### config.mk
export PLATFORM = sky130hd
export DESIGN_NAME = ussu_top
export DESIGN_NICKNAME = d
export VERILOG_FILES = /design/src/hdl/ussu_pkg.sv /design/src/hdl/ussu_top.sv
export SDC_FILE = /design/constraint.sdc
export NUM_CORES = 1
export LEC_CHECK = 0
export ABC_CLOCK_PERIOD_IN_PS = 4340
export BUFFER_PORTS_ARGS = -buffer_cell sky130_fd_sc_hd__buf_2
export CELL_PAD_IN_SITES_DETAIL_PLACEMENT = 0
export CELL_PAD_IN_SITES_GLOBAL_PLACEMENT = 2
export CORE_MARGIN = 1.5
export CORE_UTILIZATION = 30
export CTS_BUF_LIST = sky130_fd_sc_hd__clkbuf_8
export DETAILED_ROUTE_END_ITERATION = 8
export PLACE_DENSITY_LB_ADDON = 0.1
export SETUP_SLACK_MARGIN = 0.15
export SLEW_MARGIN = 20
export SYNTH_ARGS = -nofsm -noshare
export SYNTH_HDL_FRONTEND = slang
export SYNTH_SLANG_ARGS = --single-unit
### constraint.sdc
create_clock -name clk_sys -period 4.34 [get_ports clk_sys]
set_clock_uncertainty 0.15 [all_clocks]
set_input_delay 0.434 -clock clk_sys [delete_from_list [all_inputs] [get_ports clk_sys]]
set_output_delay 0.434 -clock clk_sys [all_outputs]
set_load 0.1 [all_outputs]
### src/hdl/ussu_pkg.sv
`default_nettype none
package ussu_pkg;

	// register indices and byte addresses
	localparam logic [7:0]  USSU_IDX_CTRL   = 8'h0D;
	localparam logic [7:0]  USSU_IDX_STAT   = 8'h0E;
	localparam logic [7:0]  USSU_IDX_DATA   = 8'h0F;
	localparam logic [7:0]  USSU_IDX_RXBUF  = 8'h10;
	localparam logic [9:0]  USSU_ADDR_CTRL  = {USSU_IDX_CTRL, 2'b00};
	localparam logic [9:0]  USSU_ADDR_STAT  = {USSU_IDX_STAT, 2'b00};
	localparam logic [9:0]  USSU_ADDR_DATA  = {USSU_IDX_DATA, 2'b00};
	localparam logic [9:0]  USSU_ADDR_RXBUF = {USSU_IDX_RXBUF, 2'b00};

	// control fields
	localparam int USSU_CTRL_SIE    = 7;
	localparam int USSU_CTRL_OIE    = 6;
	localparam int USSU_CTRL_WM_LO  = 4;
	localparam int USSU_CTRL_CS_LO  = 2;
	localparam int USSU_CTRL_CLK    = 1;
	localparam int USSU_CTRL_TC     = 0;

	// status fields
	localparam int USSU_STAT_SIF    = 7;
	localparam int USSU_STAT_OIF    = 6;
	localparam int USSU_STAT_PF     = 5;
	localparam int USSU_STAT_DC     = 4;

	// reset values
	localparam logic [7:0] USSU_CTRL_RST = 8'h00;
	localparam logic [7:0] USSU_STAT_RST = 8'h00;
	localparam logic [7:0] USSU_DATA_RST = 8'h00;
	localparam logic [7:0] USSU_RXBUF_RST = 8'h00;

	// wire modes
	localparam logic [1:0] USSU_WM_OFF   = 2'h0;
	localparam logic [1:0] USSU_WM_THREE = 2'h1;
	localparam logic [1:0] USSU_WM_TWO   = 2'h2;
	localparam logic [1:0] USSU_WM_TWOH  = 2'h3;

	// clock sources
	localparam logic [1:0] USSU_CS_SOFT  = 2'h0;
	localparam logic [1:0] USSU_CS_TIMER = 2'h1;
	localparam logic [1:0] USSU_CS_EXTP  = 2'h2;
	localparam logic [1:0] USSU_CS_EXTN  = 2'h3;

	localparam logic [3:0] USSU_CNT_MAX  = 4'hF;

endpackage
`default_nettype wire

### src/hdl/ussu_top.sv
`timescale 1ns/1ps
`default_nettype none
module ussu_top
(
	input  wire logic        clk_sys,
	input  wire logic        sys_rst,
	// ahb-lite slave
	input  wire logic        hsel,
	input  wire logic [31:0] haddr,
	input  wire logic [1:0]  htrans,
	input  wire logic        hwrite,
	input  wire logic [2:0]  hsize,
	input  wire logic        hready,
	input  wire logic [31:0] hwdata,
	output logic             hreadyout,
	output logic             hresp,
	output logic [31:0]      hrdata,
	// system side
	input  wire logic        timer_match,
	input  wire logic        global_irq_enable,
	output logic             start_irq,
	output logic             overflow_irq,
	// pins
	input  wire logic        serial_in_pin,
	input  wire logic        serial_clock_pin,
	input  wire logic        data_dir_out,
	input  wire logic        clock_dir_out,
	input  wire logic        clock_port_bit,
	output logic             data_out,
	output logic             data_out_oe,
	output logic             sda_out,
	output logic             sda_oe,
	output logic             scl_out,
	output logic             scl_oe
);
	import ussu_pkg::*;

	// -------------------------------------------------
	// state
	// -------------------------------------------------
	logic [7:0] serial_control;
	logic [7:0] shift_data;
	logic [7:0] receive_buffer;
	logic [3:0] clock_counter_value;
	logic       start_flag;
	logic       overflow_flag;
	logic       stop_flag;
	logic       latch_bit;

	logic       start_irq_enable;
	logic       overflow_irq_enable;
	logic [1:0] wire_mode_select;
	logic [1:0] clock_source_select;
	logic       clock_source_external;

	assign start_irq_enable      = serial_control[USSU_CTRL_SIE];
	assign overflow_irq_enable   = serial_control[USSU_CTRL_OIE];
	assign wire_mode_select      = serial_control[USSU_CTRL_WM_LO +: 2];
	assign clock_source_select   = serial_control[USSU_CTRL_CS_LO +: 2];
	assign clock_source_external = clock_source_select[1];

	// -------------------------------------------------
	// pin synchronisers
	// -------------------------------------------------
	logic sda_meta;
	logic sda_sync;
	logic sda_prev;
	logic sck_meta;
	logic sck_sync;
	logic sck_prev;

	always_ff @(posedge clk_sys or posedge sys_rst)
	begin
		if (sys_rst)
		begin
			sda_meta <= 1'b1;
			sda_sync <= 1'b1;
			sda_prev <= 1'b1;
			sck_meta <= 1'b0;
			sck_sync <= 1'b0;
			sck_prev <= 1'b0;
		end
		else
		begin
			sda_meta <= serial_in_pin;
			sda_sync <= sda_meta;
			sda_prev <= sda_sync;
			sck_meta <= serial_clock_pin;
			sck_sync <= sck_meta;
			sck_prev <= sck_sync;
		end
	end

	logic sck_rise;
	logic sck_fall;
	logic sda_rise;
	logic sda_fall;

	assign sck_rise = sck_sync & ~sck_prev;
	assign sck_fall = ~sck_sync & sck_prev;
	assign sda_rise = sda_sync & ~sda_prev;
	assign sda_fall = ~sda_sync & sda_prev;

	// -------------------------------------------------
	// ahb-lite slave
	// -------------------------------------------------
	logic       dp_write;
	logic [9:0] dp_addr;

	function automatic logic [1:0] reg_sel(input logic [9:0] a);
		case (a)
			USSU_ADDR_CTRL:  reg_sel = 2'h0;
			USSU_ADDR_STAT:  reg_sel = 2'h1;
			USSU_ADDR_DATA:  reg_sel = 2'h2;
			USSU_ADDR_RXBUF: reg_sel = 2'h3;
			default:         reg_sel = 2'h0;
		endcase
	endfunction

	function automatic logic reg_hit(input logic [9:0] a);
		reg_hit = (a == USSU_ADDR_CTRL) || (a == USSU_ADDR_STAT) ||
			(a == USSU_ADDR_DATA) || (a == USSU_ADDR_RXBUF);
	endfunction

	logic addr_phase;
	logic upper_zero;

	assign upper_zero = (haddr[31:10] == 22'h0);
	assign addr_phase = hsel & hready & htrans[1];
	assign hreadyout  = 1'b1;
	assign hresp      = 1'b0;

	always_ff @(posedge clk_sys or posedge sys_rst)
	begin
		if (sys_rst)
		begin
			dp_write <= 1'b0;
			dp_addr  <= 10'h000;
		end
		else
		begin
			dp_write <= addr_phase & hwrite & upper_zero & reg_hit(haddr[9:0]);
			dp_addr  <= haddr[9:0];
		end
	end

	logic       wr_ctrl;
	logic       wr_stat;
	logic       wr_data;
	logic [7:0] wbyte;

	assign wbyte   = hwdata[7:0];
	assign wr_ctrl = dp_write & (reg_sel(dp_addr) == 2'h0);
	assign wr_stat = dp_write & (reg_sel(dp_addr) == 2'h1);
	assign wr_data = dp_write & (reg_sel(dp_addr) == 2'h2);

	logic output_collision;
	logic [7:0] status_view;

	assign output_collision = shift_data[7] ^ sda_sync;
	assign status_view = {start_flag, overflow_flag, stop_flag,
		output_collision, clock_counter_value};

	// read data taken in the address phase, shown in the data phase
	always_ff @(posedge clk_sys or posedge sys_rst)
	begin
		if (sys_rst)
			hrdata <= 32'h0000_0000;
		else if (addr_phase & ~hwrite)
		begin
			if (!upper_zero || !reg_hit(haddr[9:0]))
				hrdata <= 32'h0000_0000;
			else
			begin
				case (reg_sel(haddr[9:0]))
					2'h0:    hrdata <= {24'h00_0000,
						serial_control[7:2], 2'b00};
					2'h1:    hrdata <= {24'h00_0000, status_view};
					2'h2:    hrdata <= {24'h00_0000, shift_data};
					default: hrdata <= {24'h00_0000, receive_buffer};
				endcase
			end
		end
	end

	// -------------------------------------------------
	// clock selection
	// -------------------------------------------------
	logic soft_strobe;
	logic toggle_write;
	logic shift_clk;
	logic count_clk;
	logic ext_edge;

	assign soft_strobe  = wr_ctrl & wbyte[USSU_CTRL_CLK];
	assign toggle_write = wr_ctrl & wbyte[USSU_CTRL_TC];
	assign ext_edge     = sck_rise | sck_fall;

	// shift clock per source; strobes act with the mode held before the write
	always_comb
	begin
		shift_clk = 1'b0;
		count_clk = 1'b0;
		case (clock_source_select)
			USSU_CS_SOFT:
			begin
				shift_clk = soft_strobe;
				count_clk = soft_strobe;
			end
			USSU_CS_TIMER:
			begin
				shift_clk = timer_match;
				count_clk = timer_match;
			end
			USSU_CS_EXTP:
			begin
				shift_clk = sck_rise;
				count_clk = ext_edge |
					(toggle_write & wbyte[USSU_CTRL_CLK]);
			end
			USSU_CS_EXTN:
			begin
				shift_clk = sck_fall;
				count_clk = ext_edge |
					(toggle_write & wbyte[USSU_CTRL_CLK]);
			end
			default:
			begin
				shift_clk = 1'b0;
				count_clk = 1'b0;
			end
		endcase
	end

	// -------------------------------------------------
	// control register
	// -------------------------------------------------
	always_ff @(posedge clk_sys or posedge sys_rst)
	begin
		if (sys_rst)
			serial_control <= USSU_CTRL_RST;
		else if (wr_ctrl)
			serial_control <= {wbyte[7:2], 2'b00};
	end

	// -------------------------------------------------
	// shift register and receive buffer
	// -------------------------------------------------
	logic       wrap;
	logic [7:0] next_shift_data;

	assign wrap = count_clk & ~wr_stat &
		(clock_counter_value == USSU_CNT_MAX);

	always_comb
	begin
		if (wr_data)
			next_shift_data = wbyte;
		else if (shift_clk)
			next_shift_data = {shift_data[6:0], sda_sync};
		else
			next_shift_data = shift_data;
	end

	always_ff @(posedge clk_sys or posedge sys_rst)
	begin
		if (sys_rst)
			shift_data <= USSU_DATA_RST;
		else
			shift_data <= next_shift_data;
	end

	always_ff @(posedge clk_sys or posedge sys_rst)
	begin
		if (sys_rst)
			receive_buffer <= USSU_RXBUF_RST;
		else if (wrap)
			receive_buffer <= next_shift_data;
	end

	// -------------------------------------------------
	// clock counter
	// -------------------------------------------------
	always_ff @(posedge clk_sys or posedge sys_rst)
	begin
		if (sys_rst)
			clock_counter_value <= USSU_STAT_RST[3:0];
		else if (wr_stat)
			clock_counter_value <= wbyte[3:0];
		else if (count_clk)
			clock_counter_value <= clock_counter_value + 4'h1;
	end

	// -------------------------------------------------
	// flags
	// -------------------------------------------------
	logic two_wire;
	logic start_cond;
	logic stop_cond;
	logic edge_start;

	assign two_wire   = wire_mode_select[1];
	assign start_cond = two_wire & sda_fall & sck_sync;
	assign stop_cond  = two_wire & sda_rise & sck_sync;
	assign edge_start = ~two_wire & clock_source_external &
		~(wr_ctrl & wbyte[USSU_CTRL_CLK]) & ext_edge;

	// set wins over a write-one clear
	always_ff @(posedge clk_sys or posedge sys_rst)
	begin
		if (sys_rst)
			start_flag <= USSU_STAT_RST[USSU_STAT_SIF];
		else if (start_cond | edge_start)
			start_flag <= 1'b1;
		else if (wr_stat & wbyte[USSU_STAT_SIF])
			start_flag <= 1'b0;
	end

	always_ff @(posedge clk_sys or posedge sys_rst)
	begin
		if (sys_rst)
			overflow_flag <= USSU_STAT_RST[USSU_STAT_OIF];
		else if (wrap)
			overflow_flag <= 1'b1;
		else if (wr_stat & wbyte[USSU_STAT_OIF])
			overflow_flag <= 1'b0;
	end

	always_ff @(posedge clk_sys or posedge sys_rst)
	begin
		if (sys_rst)
			stop_flag <= USSU_STAT_RST[USSU_STAT_PF];
		else if (stop_cond)
			stop_flag <= 1'b1;
		else if (wr_stat & wbyte[USSU_STAT_PF])
			stop_flag <= 1'b0;
	end

	// level requests: an enable written over a pending flag fires at once
	assign start_irq    = start_flag & start_irq_enable &
		global_irq_enable;
	assign overflow_irq = overflow_flag & overflow_irq_enable &
		global_irq_enable;

	// -------------------------------------------------
	// output latch and pins
	// -------------------------------------------------
	logic latch_open;
	logic out_bit;

	// sample edge and change edge are opposite halves of the clock
	always_comb
	begin
		case (clock_source_select)
			USSU_CS_EXTP: latch_open = ~sck_sync;
			USSU_CS_EXTN: latch_open = sck_sync;
			default:      latch_open = 1'b1;
		endcase
	end

	always_ff @(posedge clk_sys or posedge sys_rst)
	begin
		if (sys_rst)
			latch_bit <= 1'b0;
		else if (latch_open)
			latch_bit <= next_shift_data[7];
	end

	// open latch passes a freshly written msb without waiting
	assign out_bit = latch_open ? shift_data[7] : latch_bit;

	logic clock_hold;

	assign clock_hold = two_wire & (start_flag |
		((wire_mode_select == USSU_WM_TWOH) & overflow_flag));

	always_comb
	begin
		data_out    = 1'b0;
		data_out_oe = 1'b0;
		sda_out     = 1'b0;
		sda_oe      = 1'b0;
		scl_out     = 1'b0;
		scl_oe      = 1'b0;
		case (wire_mode_select)
			USSU_WM_THREE:
			begin
				data_out    = out_bit;
				data_out_oe = data_dir_out;
			end
			USSU_WM_TWO,
			USSU_WM_TWOH:
			begin
				sda_oe = data_dir_out & ~out_bit;
				scl_oe = clock_dir_out &
					(~clock_port_bit | clock_hold);
			end
			default:
			begin
				data_out_oe = 1'b0;
			end
		endcase
	end

endmodule // ussu_top
`default_nettype wire

# Word level (Yosys, flattened, before mapping)
# Cells that the tools add are included.
[classes] n_addsub=1 multipliers=0 div_mod_pow=0 magnitude_cmp=0 n_eq_ne=18 shift=0 muxes=24 bitwise=52 n_reduce_logical=16
[ops] op="$eq A10 B6 Y1 const B" count=5
[ops] op="$and A1 B1 Y1" count=36
[ops] op="$mux W8" count=3
[ops] op="$pmux W8 S3" count=1
[ops] op="$logic_not A22 Y1" count=1
[ops] op="$eq A10 B7 Y1 const B" count=2
[ops] op="$eq A2 B2 Y1 const B" count=6
[ops] op="$pmux W2 S3" count=2
[ops] op="$mux W1" count=11
[ops] op="$not A1 Y1" count=10
[ops] op="$eq A2 B1 Y1 const B" count=4
[ops] op="$mux W4" count=2
[ops] op="$reduce_bool A2 Y1" count=4
[ops] op="$logic_not A2 Y1" count=3
[ops] op="$or A1 B1 Y1" count=5
[ops] op="$add A4 B1 Y4 const B" count=1
[ops] op="$eq A4 B4 Y1 const B" count=1
[ops] op="$logic_or A1 B1 Y1" count=4
[ops] op="$mux W2" count=2
[ops] op="$pmux W1 S4" count=1
[ops] op="$reduce_or A2 Y1" count=2
[ops] op="$pmux W1 S3" count=1
[ops] op="$logic_not A1 Y1" count=2
[ops] op="$pmux W1 S2" count=1
[ops] op="$xor A1 B1 Y1" count=1
[word_totals] reg_bits=79 latch_bits=0 ramBits=0 romBits=0 output_inout_bits=42 word_cells=128 n_memories=0

# Logic depth before layout (Yosys ltp)
# Gate-level depths: netlist of the first run.
[depth] ltp_word=11 depth_mapped=8

# Worst setup path after synthesis of the first run
# No wires, ideal clock.
[synth_path] path_type="flip-flop to output port" start="reg serial_control[2]" end="out data_out" t_arrival_ns=3.094 required_time_ns=3.756 setup_slack_ns=0.662 path_stages_with_launch=6 path_buffers=1 cell_sequence="dfrtp_1 clkbuf_1 xor2_1 nand2_1 mux2i_1 nor3b_1"
[synth_via] elab_chain_cells=4 word_cells_on_any_way=5 cone_classes="eq/ne (2); mux (3)"
[synth_lines] element="start, declared" line="ussu_top.sv:41" source="logic [7:0] serial_control;"
[synth_lines] element="start signal, assigned" line="ussu_top.sv:243" source="serial_control <= {wbyte[7:2], 2'b00};"
[synth_lines] element="$eq A2 B2 Y1" line="ussu_top.sv:354" source="case (clock_source_select)"
[synth_lines] element="$pmux W1 S2 *" line="ussu_top.sv:354"
[synth_lines] element="$mux W1 *" line="ussu_top.sv:370" source="assign out_bit = latch_open ? shift_data[7] : latch_bit;"
[synth_lines] element="$mux W1 *" line="ussu_top.sv:385" source="case (wire_mode_select)"
[synth_lines] element="end, declared" line="ussu_top.sv:29" source="output logic data_out,"
# Mark *: on every way between the ends. The rest lies on a longest branch, timed or not.

# Worst setup path after layout of the first run
[layout_path] start="reg serial_control[2]" end="out sda_oe"
[layout_via] elab_chain_cells=6 word_cells_on_any_way=7 cone_classes="eq/ne (2); mux (3); bitwise (2)"
[layout_lines] element="$eq A2 B2 Y1" line="ussu_top.sv:354"
[layout_lines] element="$pmux W1 S2 *" line="ussu_top.sv:354"
[layout_lines] element="$mux W1 *" line="ussu_top.sv:370"
[layout_lines] element="$not A1 Y1 *" line="ussu_top.sv:394" source="sda_oe = data_dir_out & ~out_bit;"
[layout_lines] element="$and A1 B1 Y1 *" line="ussu_top.sv:394"
[layout_lines] element="$mux W1 *" line="ussu_top.sv:385"
[layout_lines] element="end, declared" line="ussu_top.sv:32" source="output logic sda_oe,"
# Marked as above.

==> results.cfg, run 1 <==
[status]
status = complete, no violations

[logic_synthesis]
synth_compound_area_frac = 0.117
synthFlopType = dfrtp_1
synth_xor_area_frac = 0.00888
avgSynthCellArea_um2 = 10.3
ys_seq_elements = 55
yosys_warnings = 0
synthMuxAreaShare = 0.104
synth_top_family_by_area = simple AND/OR/NAND/NOR gates
netlist_top_cells_area = dfrtp_1 (44%), buf_4 (7.4%), mux2_2 (5.7%), mux2i_1 (4.7%), o21ai_0 (3.0%)
synth_edf_count = 0
syn_area_um2 = 2960
synth_cell_type_count = 49
synth_fa_ha_area_frac = 0.0127
synth_top_cell_area_share = 0.440
synth_top_area_cell = dfrtp_1
async_reset_ff_frac = 1.00
synthSimpleGateAreaFrac = 0.190
syn-instance-count = 286
synth.yosys.seq_area_share = 0.467

[sta]
max_clock_freq_mhz = 388
setup_viol = 0
tns_ns = 0
slew-limit-headroom = 0.343
worst_pin_slew_ns = 0.985
period_minus_slack_ns = 2.58
rsz0062_at_grt = no
report.final.slew_viol_count = 0
timing_hold_violations_final = 0
fin_crit_sh = 0.594

[drt]
wire_per_inst_um = 14.6
drt-initial-drc-count = 107
drt_wl_total_mm = 7.04
dr.pass1.iters = 4
ant_nets = 0
vias = 2185
drt-vias-per-instance = 4.53
drc = 0

[critical_path]
critPathArrivalTime_ns = 1.99
crit_path_top_delay_cell = dfrtp_1
r2r-end = receive_buffer[2]
end_kind = output pin
reg2reg_from = dp_addr[3]
critPathLaunch = serial_control[2]
crit_path_max_fanout = 7
reg2reg_slack_ns = 1.85
critical_path.max_stage_delay_ns = 0.50
startpoint_type = register
crit_chain = xor2_1 -> nand2_1 -> mux2i_1 -> and3_1 -> buf_2
worstRegToRegCells = 6
path_class = register to output pin
worstPathRequired_ns = 3.76
endpoint = sda_oe

[global_route]
grt_util_all_layers = 0.143
antenna_found_initial = 0
grt_pass1_vias = 2102
gr-total-overflow = 0
grt_max_degree = 56
grt_first_pass_wirelength_mm = 11.4

[final_layout]
finish.net_count = 432
syn_to_final_growth_pct = 15.6
final_common_cell = buf_2
layout-drive-gt1-share = 0.304
layout_common_cells = buf_2 (66), dfrtp_1 (52), conb_1 (28), nor2_1 (22), nand2_1 (21)
diodes = 0
finalNonFillerCells = 482
utilization = 0.353

[power_and_ir_drop]
power.density_nw_per_um2 = 415
p_leak_nw = 1.65
ir_drop_v = 0.000140

[die]
die_w_um = 102
core_um2 = 9680
ios = 123
rows = 36
die-area_um2 = 10500
die_h_um = 102
start_util = 0.305

[job]
max-cap-violations = 0

[cts]
clockBufferDepth = 2
root_buffer = clkbuf_8
numClockSinks = 55
cts_buffers = 5
cts_tree = built
post_cts_buffers = 0
clkTransAtPathRegs_ns = 0.11
hold_buffers = 0
ctsResizeCount = 0
insertion_delay_ns = 0.32
h-tree-depth = 2

[worst_hold_path]
min-delay-start = serial_in_pin
hp-class = input port to register

[place]
place_inst = 474
dpl.hpwl_mm = 5.21
routabilityCongestion = 0.762
io_buffers = 66
[final cells by class]
class,instances,area [um^2]
fill,1005,6270
multi-input combinational,210,1380
sequential,55,1380
timing repair buffer,67,338
tap,133,166
clock buffer,5,68.8
clock inverter,3,47.5
inverter,9,33.8
[routing by layer]
metal,vias up,track usage,wire length [um]
li1,1087,-,-
met4,0,0.0411,89
met1,1021,0.216,3650
met5,-,0,0
met3,6,0.0246,318
met2,71,0.210,2980
[registers in the layout (all words and copies together), names as in the netlist]
signal and count:
sda_prev 1, sck_sync 1, clock_counter_value 4, dp_write 1
serial_control 6, sda_sync 1, sck_prev 1, overflow_flag 1
latch_bit 1, stop_flag 1, receive_buffer 8, start_flag 1
shift_data 8, sck_meta 1, hrdata 8, dp_addr 10
sda_meta 1
[report_power, final]
| part | switching [mW] | leakage, nW | internal (mW) |
|---|---|---|---|
| logic | 0.253 | 0.913 | 0.129 |
| registers | 0.0759 | 0.677 | 0.598 |
| clock network | 0.186 | 0.0587 | 0.175 |
| total | 0.515 | 1.65 | 0.903 |
[per-stage QoR]
stage                     power, mW  setup slack, ns  hold slack, ns  cell area (um^2)
after floorplan               0.991            0.662           0.181              3060
after global placement         1.07             1.44           0.190              3300
final                          1.42             1.76          0.0414              3420
after global routing           1.50             1.61          0.0275              3420
after detailed placement       1.07             1.43           0.193              3300
after CTS                      1.43             1.75          0.0319              3420
[synthesized netlist by cell type, drive strengths merged (8+ instances only)]
master	instances
nand3b	9
o21ai	19
inv	9
mux2i	14
a21oi	14
buf	34
mux2	15
nor4	8
nor2	22
nand2	21
dfrtp	52
a31oi	8
[cell families after synthesis]
| logic type | after synthesis |
|---|---|
| buf+inv | 47 |
| fa+ha+maj | 3 |
| flops | 55 |
| simple gates | 94 |
| xor+xnor | 3 |
| compound gates | 53 |
| other cells | 2 |
| mux | 29 |
[how the worst min path moves through the flow]
stage | endpoint | slack, ns | cells after the start
floorplan | sck_sync | 0.18 | 0
global placement | sck_sync | 0.19 | 0
detailed placement | sck_sync | 0.19 | 0
CTS | sda_meta | 0.03 | 1
global route | sda_meta | 0.03 | 1
finish | sda_meta | 0.04 | 1
[critical path, delay by kind of cell (launching register included)]
kind | cells | cell delay, ns
xor gates and xnor gates | 1 | 0.20
DFF | 1 | 0.50
and+or+nand+nor | 2 | 0.31
muxes | 1 | 0.25
buffers and inverters | 1 | 0.42
Power figures use the tool's default switching activity.
==> inputs of run 2 (changes only) <==
--- a/config.mk
+++ b/config.mk
@@ -5,12 +5,12 @@
 export SDC_FILE = /design/constraint.sdc
 export NUM_CORES = 1
 export LEC_CHECK = 0
-export ABC_CLOCK_PERIOD_IN_PS = 4340
+export ABC_CLOCK_PERIOD_IN_PS = 2400
 export BUFFER_PORTS_ARGS = -buffer_cell sky130_fd_sc_hd__buf_2
 export CELL_PAD_IN_SITES_DETAIL_PLACEMENT = 0
 export CELL_PAD_IN_SITES_GLOBAL_PLACEMENT = 2
 export CORE_MARGIN = 1.5
-export CORE_UTILIZATION = 30
+export CORE_UTILIZATION = 29
 export CTS_BUF_LIST = sky130_fd_sc_hd__clkbuf_8
 export DETAILED_ROUTE_END_ITERATION = 8
 export PLACE_DENSITY_LB_ADDON = 0.1
==> constraint.sdc (replaced) <==
create_clock -name clk_sys -period 2.4 [get_ports clk_sys]
set_clock_uncertainty 0.15 [all_clocks]
set_input_delay 0.24 -clock clk_sys [delete_from_list [all_inputs] [get_ports clk_sys]]
set_output_delay 0.24 -clock clk_sys [all_outputs]
set_load 0.1 [all_outputs]
==> results.cfg, run 2 (synthesis results as in run 1) <==
[critical_path]
end_kind = output pin
crit_chain = xor2_1 -> nand2_1 -> mux2i_2 -> and3_1 -> buf_12
r2r-end = latch_bit
cp.depth = 5
crit_path_top_delay_cell = dfrtp_2
reg2reg_slack_ns = 0.22
reg2reg_from = dp_addr[4]
critPathArrivalTime_ns = 1.81
worstPathRequired_ns = 2.01
critical_path.max_stage_delay_ns = 0.48
path_class = register to output pin
worstRegToRegCells = 6
critPathTopFamily = flip-flops
crit_path_max_fanout = 7
startpoint_type = register
crit_buf_inv = 1

[final_layout]
layout_common_cells = buf_2 (64), dfrtp_1 (51), conb_1 (28), nor2_1 (22), nand2_1 (20)
top_register = dp_addr
finalNonFillerCells = 514
layout-drive-gt1-share = 0.352
diodes = 0
finish.net_count = 464
largest_register_ff_count = 10
final_common_cell = buf_2
syn_to_final_growth_pct = 27.6

[die]
start_util = 0.301
rows = 36
die_h_um = 104
die_w_um = 104
die-area_um2 = 10800
ios = 123
core_um2 = 9820

[worst_hold_path]
hp-class = input port to register
hold_end = dp_write
min_path_cells = 3
min-delay-start = hwrite

[global_route]
grt_max_degree = 34
grt_pass1_vias = 2410
grt_first_pass_wirelength_mm = 12.4
gr-total-overflow = 0
antenna_found_initial = 0
grt_util_all_layers = 0.142

[drt]
vias = 2384
drt_wl_total_mm = 7.55
wire_per_inst_um = 14.7
ant_nets = 0
drt-initial-drc-count = 73
drt-vias-per-instance = 4.64
drc = 0
dr.pass1.iters = 4

[cts]
numClockSinks = 55
root_buffer = clkbuf_8
cts_tree = built
clockBufferDepth = 2
clkTransAtPathRegs_ns = 0.10
insertion_delay_ns = 0.32
cts_buffers = 5
h-tree-depth = 2

[power_and_ir_drop]
p_leak_nw = 1.81
power_mw = 2.56
ir_drop_v = 0.000254
power.density_nw_per_um2 = 680

[place]
dpl.hpwl_mm = 5.60
routabilityCongestion = 0.710
place_inst = 485
io_buffers = 66

[sta]
hold_slack_ns = 0.0315
rsz0062_at_grt = yes
period_minus_slack_ns = 2.20
fin_crit_sh = 0.915
report.final.slew_viol_count = 0
setup_viol = 0
timing_hold_violations_final = 0
max_clock_freq_mhz = 455
tns_ns = 0
worst_pin_slew_ns = 0.510
slew-limit-headroom = 0.659

[job]
max-cap-violations = 0

[status]
status = complete, no violations
## run 2: per-stage QoR
step	setup slack, ns	utilization	area [um^2]
2_1_floorplan	-0.104	-	3070
3_5_place_dp	0.0660	0.347	3410
6_report	0.203	0.384	3770
4_1_cts	0.0969	0.374	3670
3_3_place_gp	0.0962	0.347	3410
5_1_grt	0.116	0.384	3770
## run 2: power by group
| part | switching (mW) | internal, mW |
|---|---|---|
| clock | 0.338 | 0.217 |
| sequential | 0.143 | 1.08 |
| combinational | 0.479 | 0.304 |
## run 2: layout make-up
type	instances	area, um^2
multi-input combinational	211	1460
timing repair buffer	98	634
tap	133	166
inverter	9	33.8
clock buffer	5	68.8
fill	1048	6050
sequential	55	1380
clock inverter	3	27.5
## run 2: metal layers
metal | part of all wire | vias up | track usage
met2 | 0.45 | 76 | 0.220
met5 | 0 | - | 0
met4 | 0.0058 | 0 | 0.0446
li1 | - | 1160 | -
met3 | 0.045 | 2 | 0.0188
met1 | 0.50 | 1146 | 0.205
## run 2: how the worst max path moves through the flow
stage                         to  slack [ns]         startpoint
3_5_place_dp   receive_buffer[6]        0.07         dp_addr[6]
4_1_cts                   sda_oe         0.1  serial_control[2]
5_1_grt                latch_bit        0.12         dp_addr[4]
3_3_place_gp   receive_buffer[7]         0.1         dp_addr[6]
6_report                  sda_oe        0.20  serial_control[2]
2_1_floorplan           data_out       -0.10  serial_control[2]
## run 2: worst register-to-register path, cell delays in order (launching register included)
cell and delay, ns:
dfrtp_1 0.42, nor4b_4 0.42, a21oi_4 0.13, o2111a_2 0.33, o31a_1 0.30, a21oi_2 0.21
mux2_2 0.18
## run 2: what timing repair did
item	CTS	global route
setup buffers	3	5
resized for setup	7	17
pin swaps	2	7
hold buffers	12	0
endpoints found under the hold margin	32	0
cloned	0	1
setup endpoints to repair	10	13
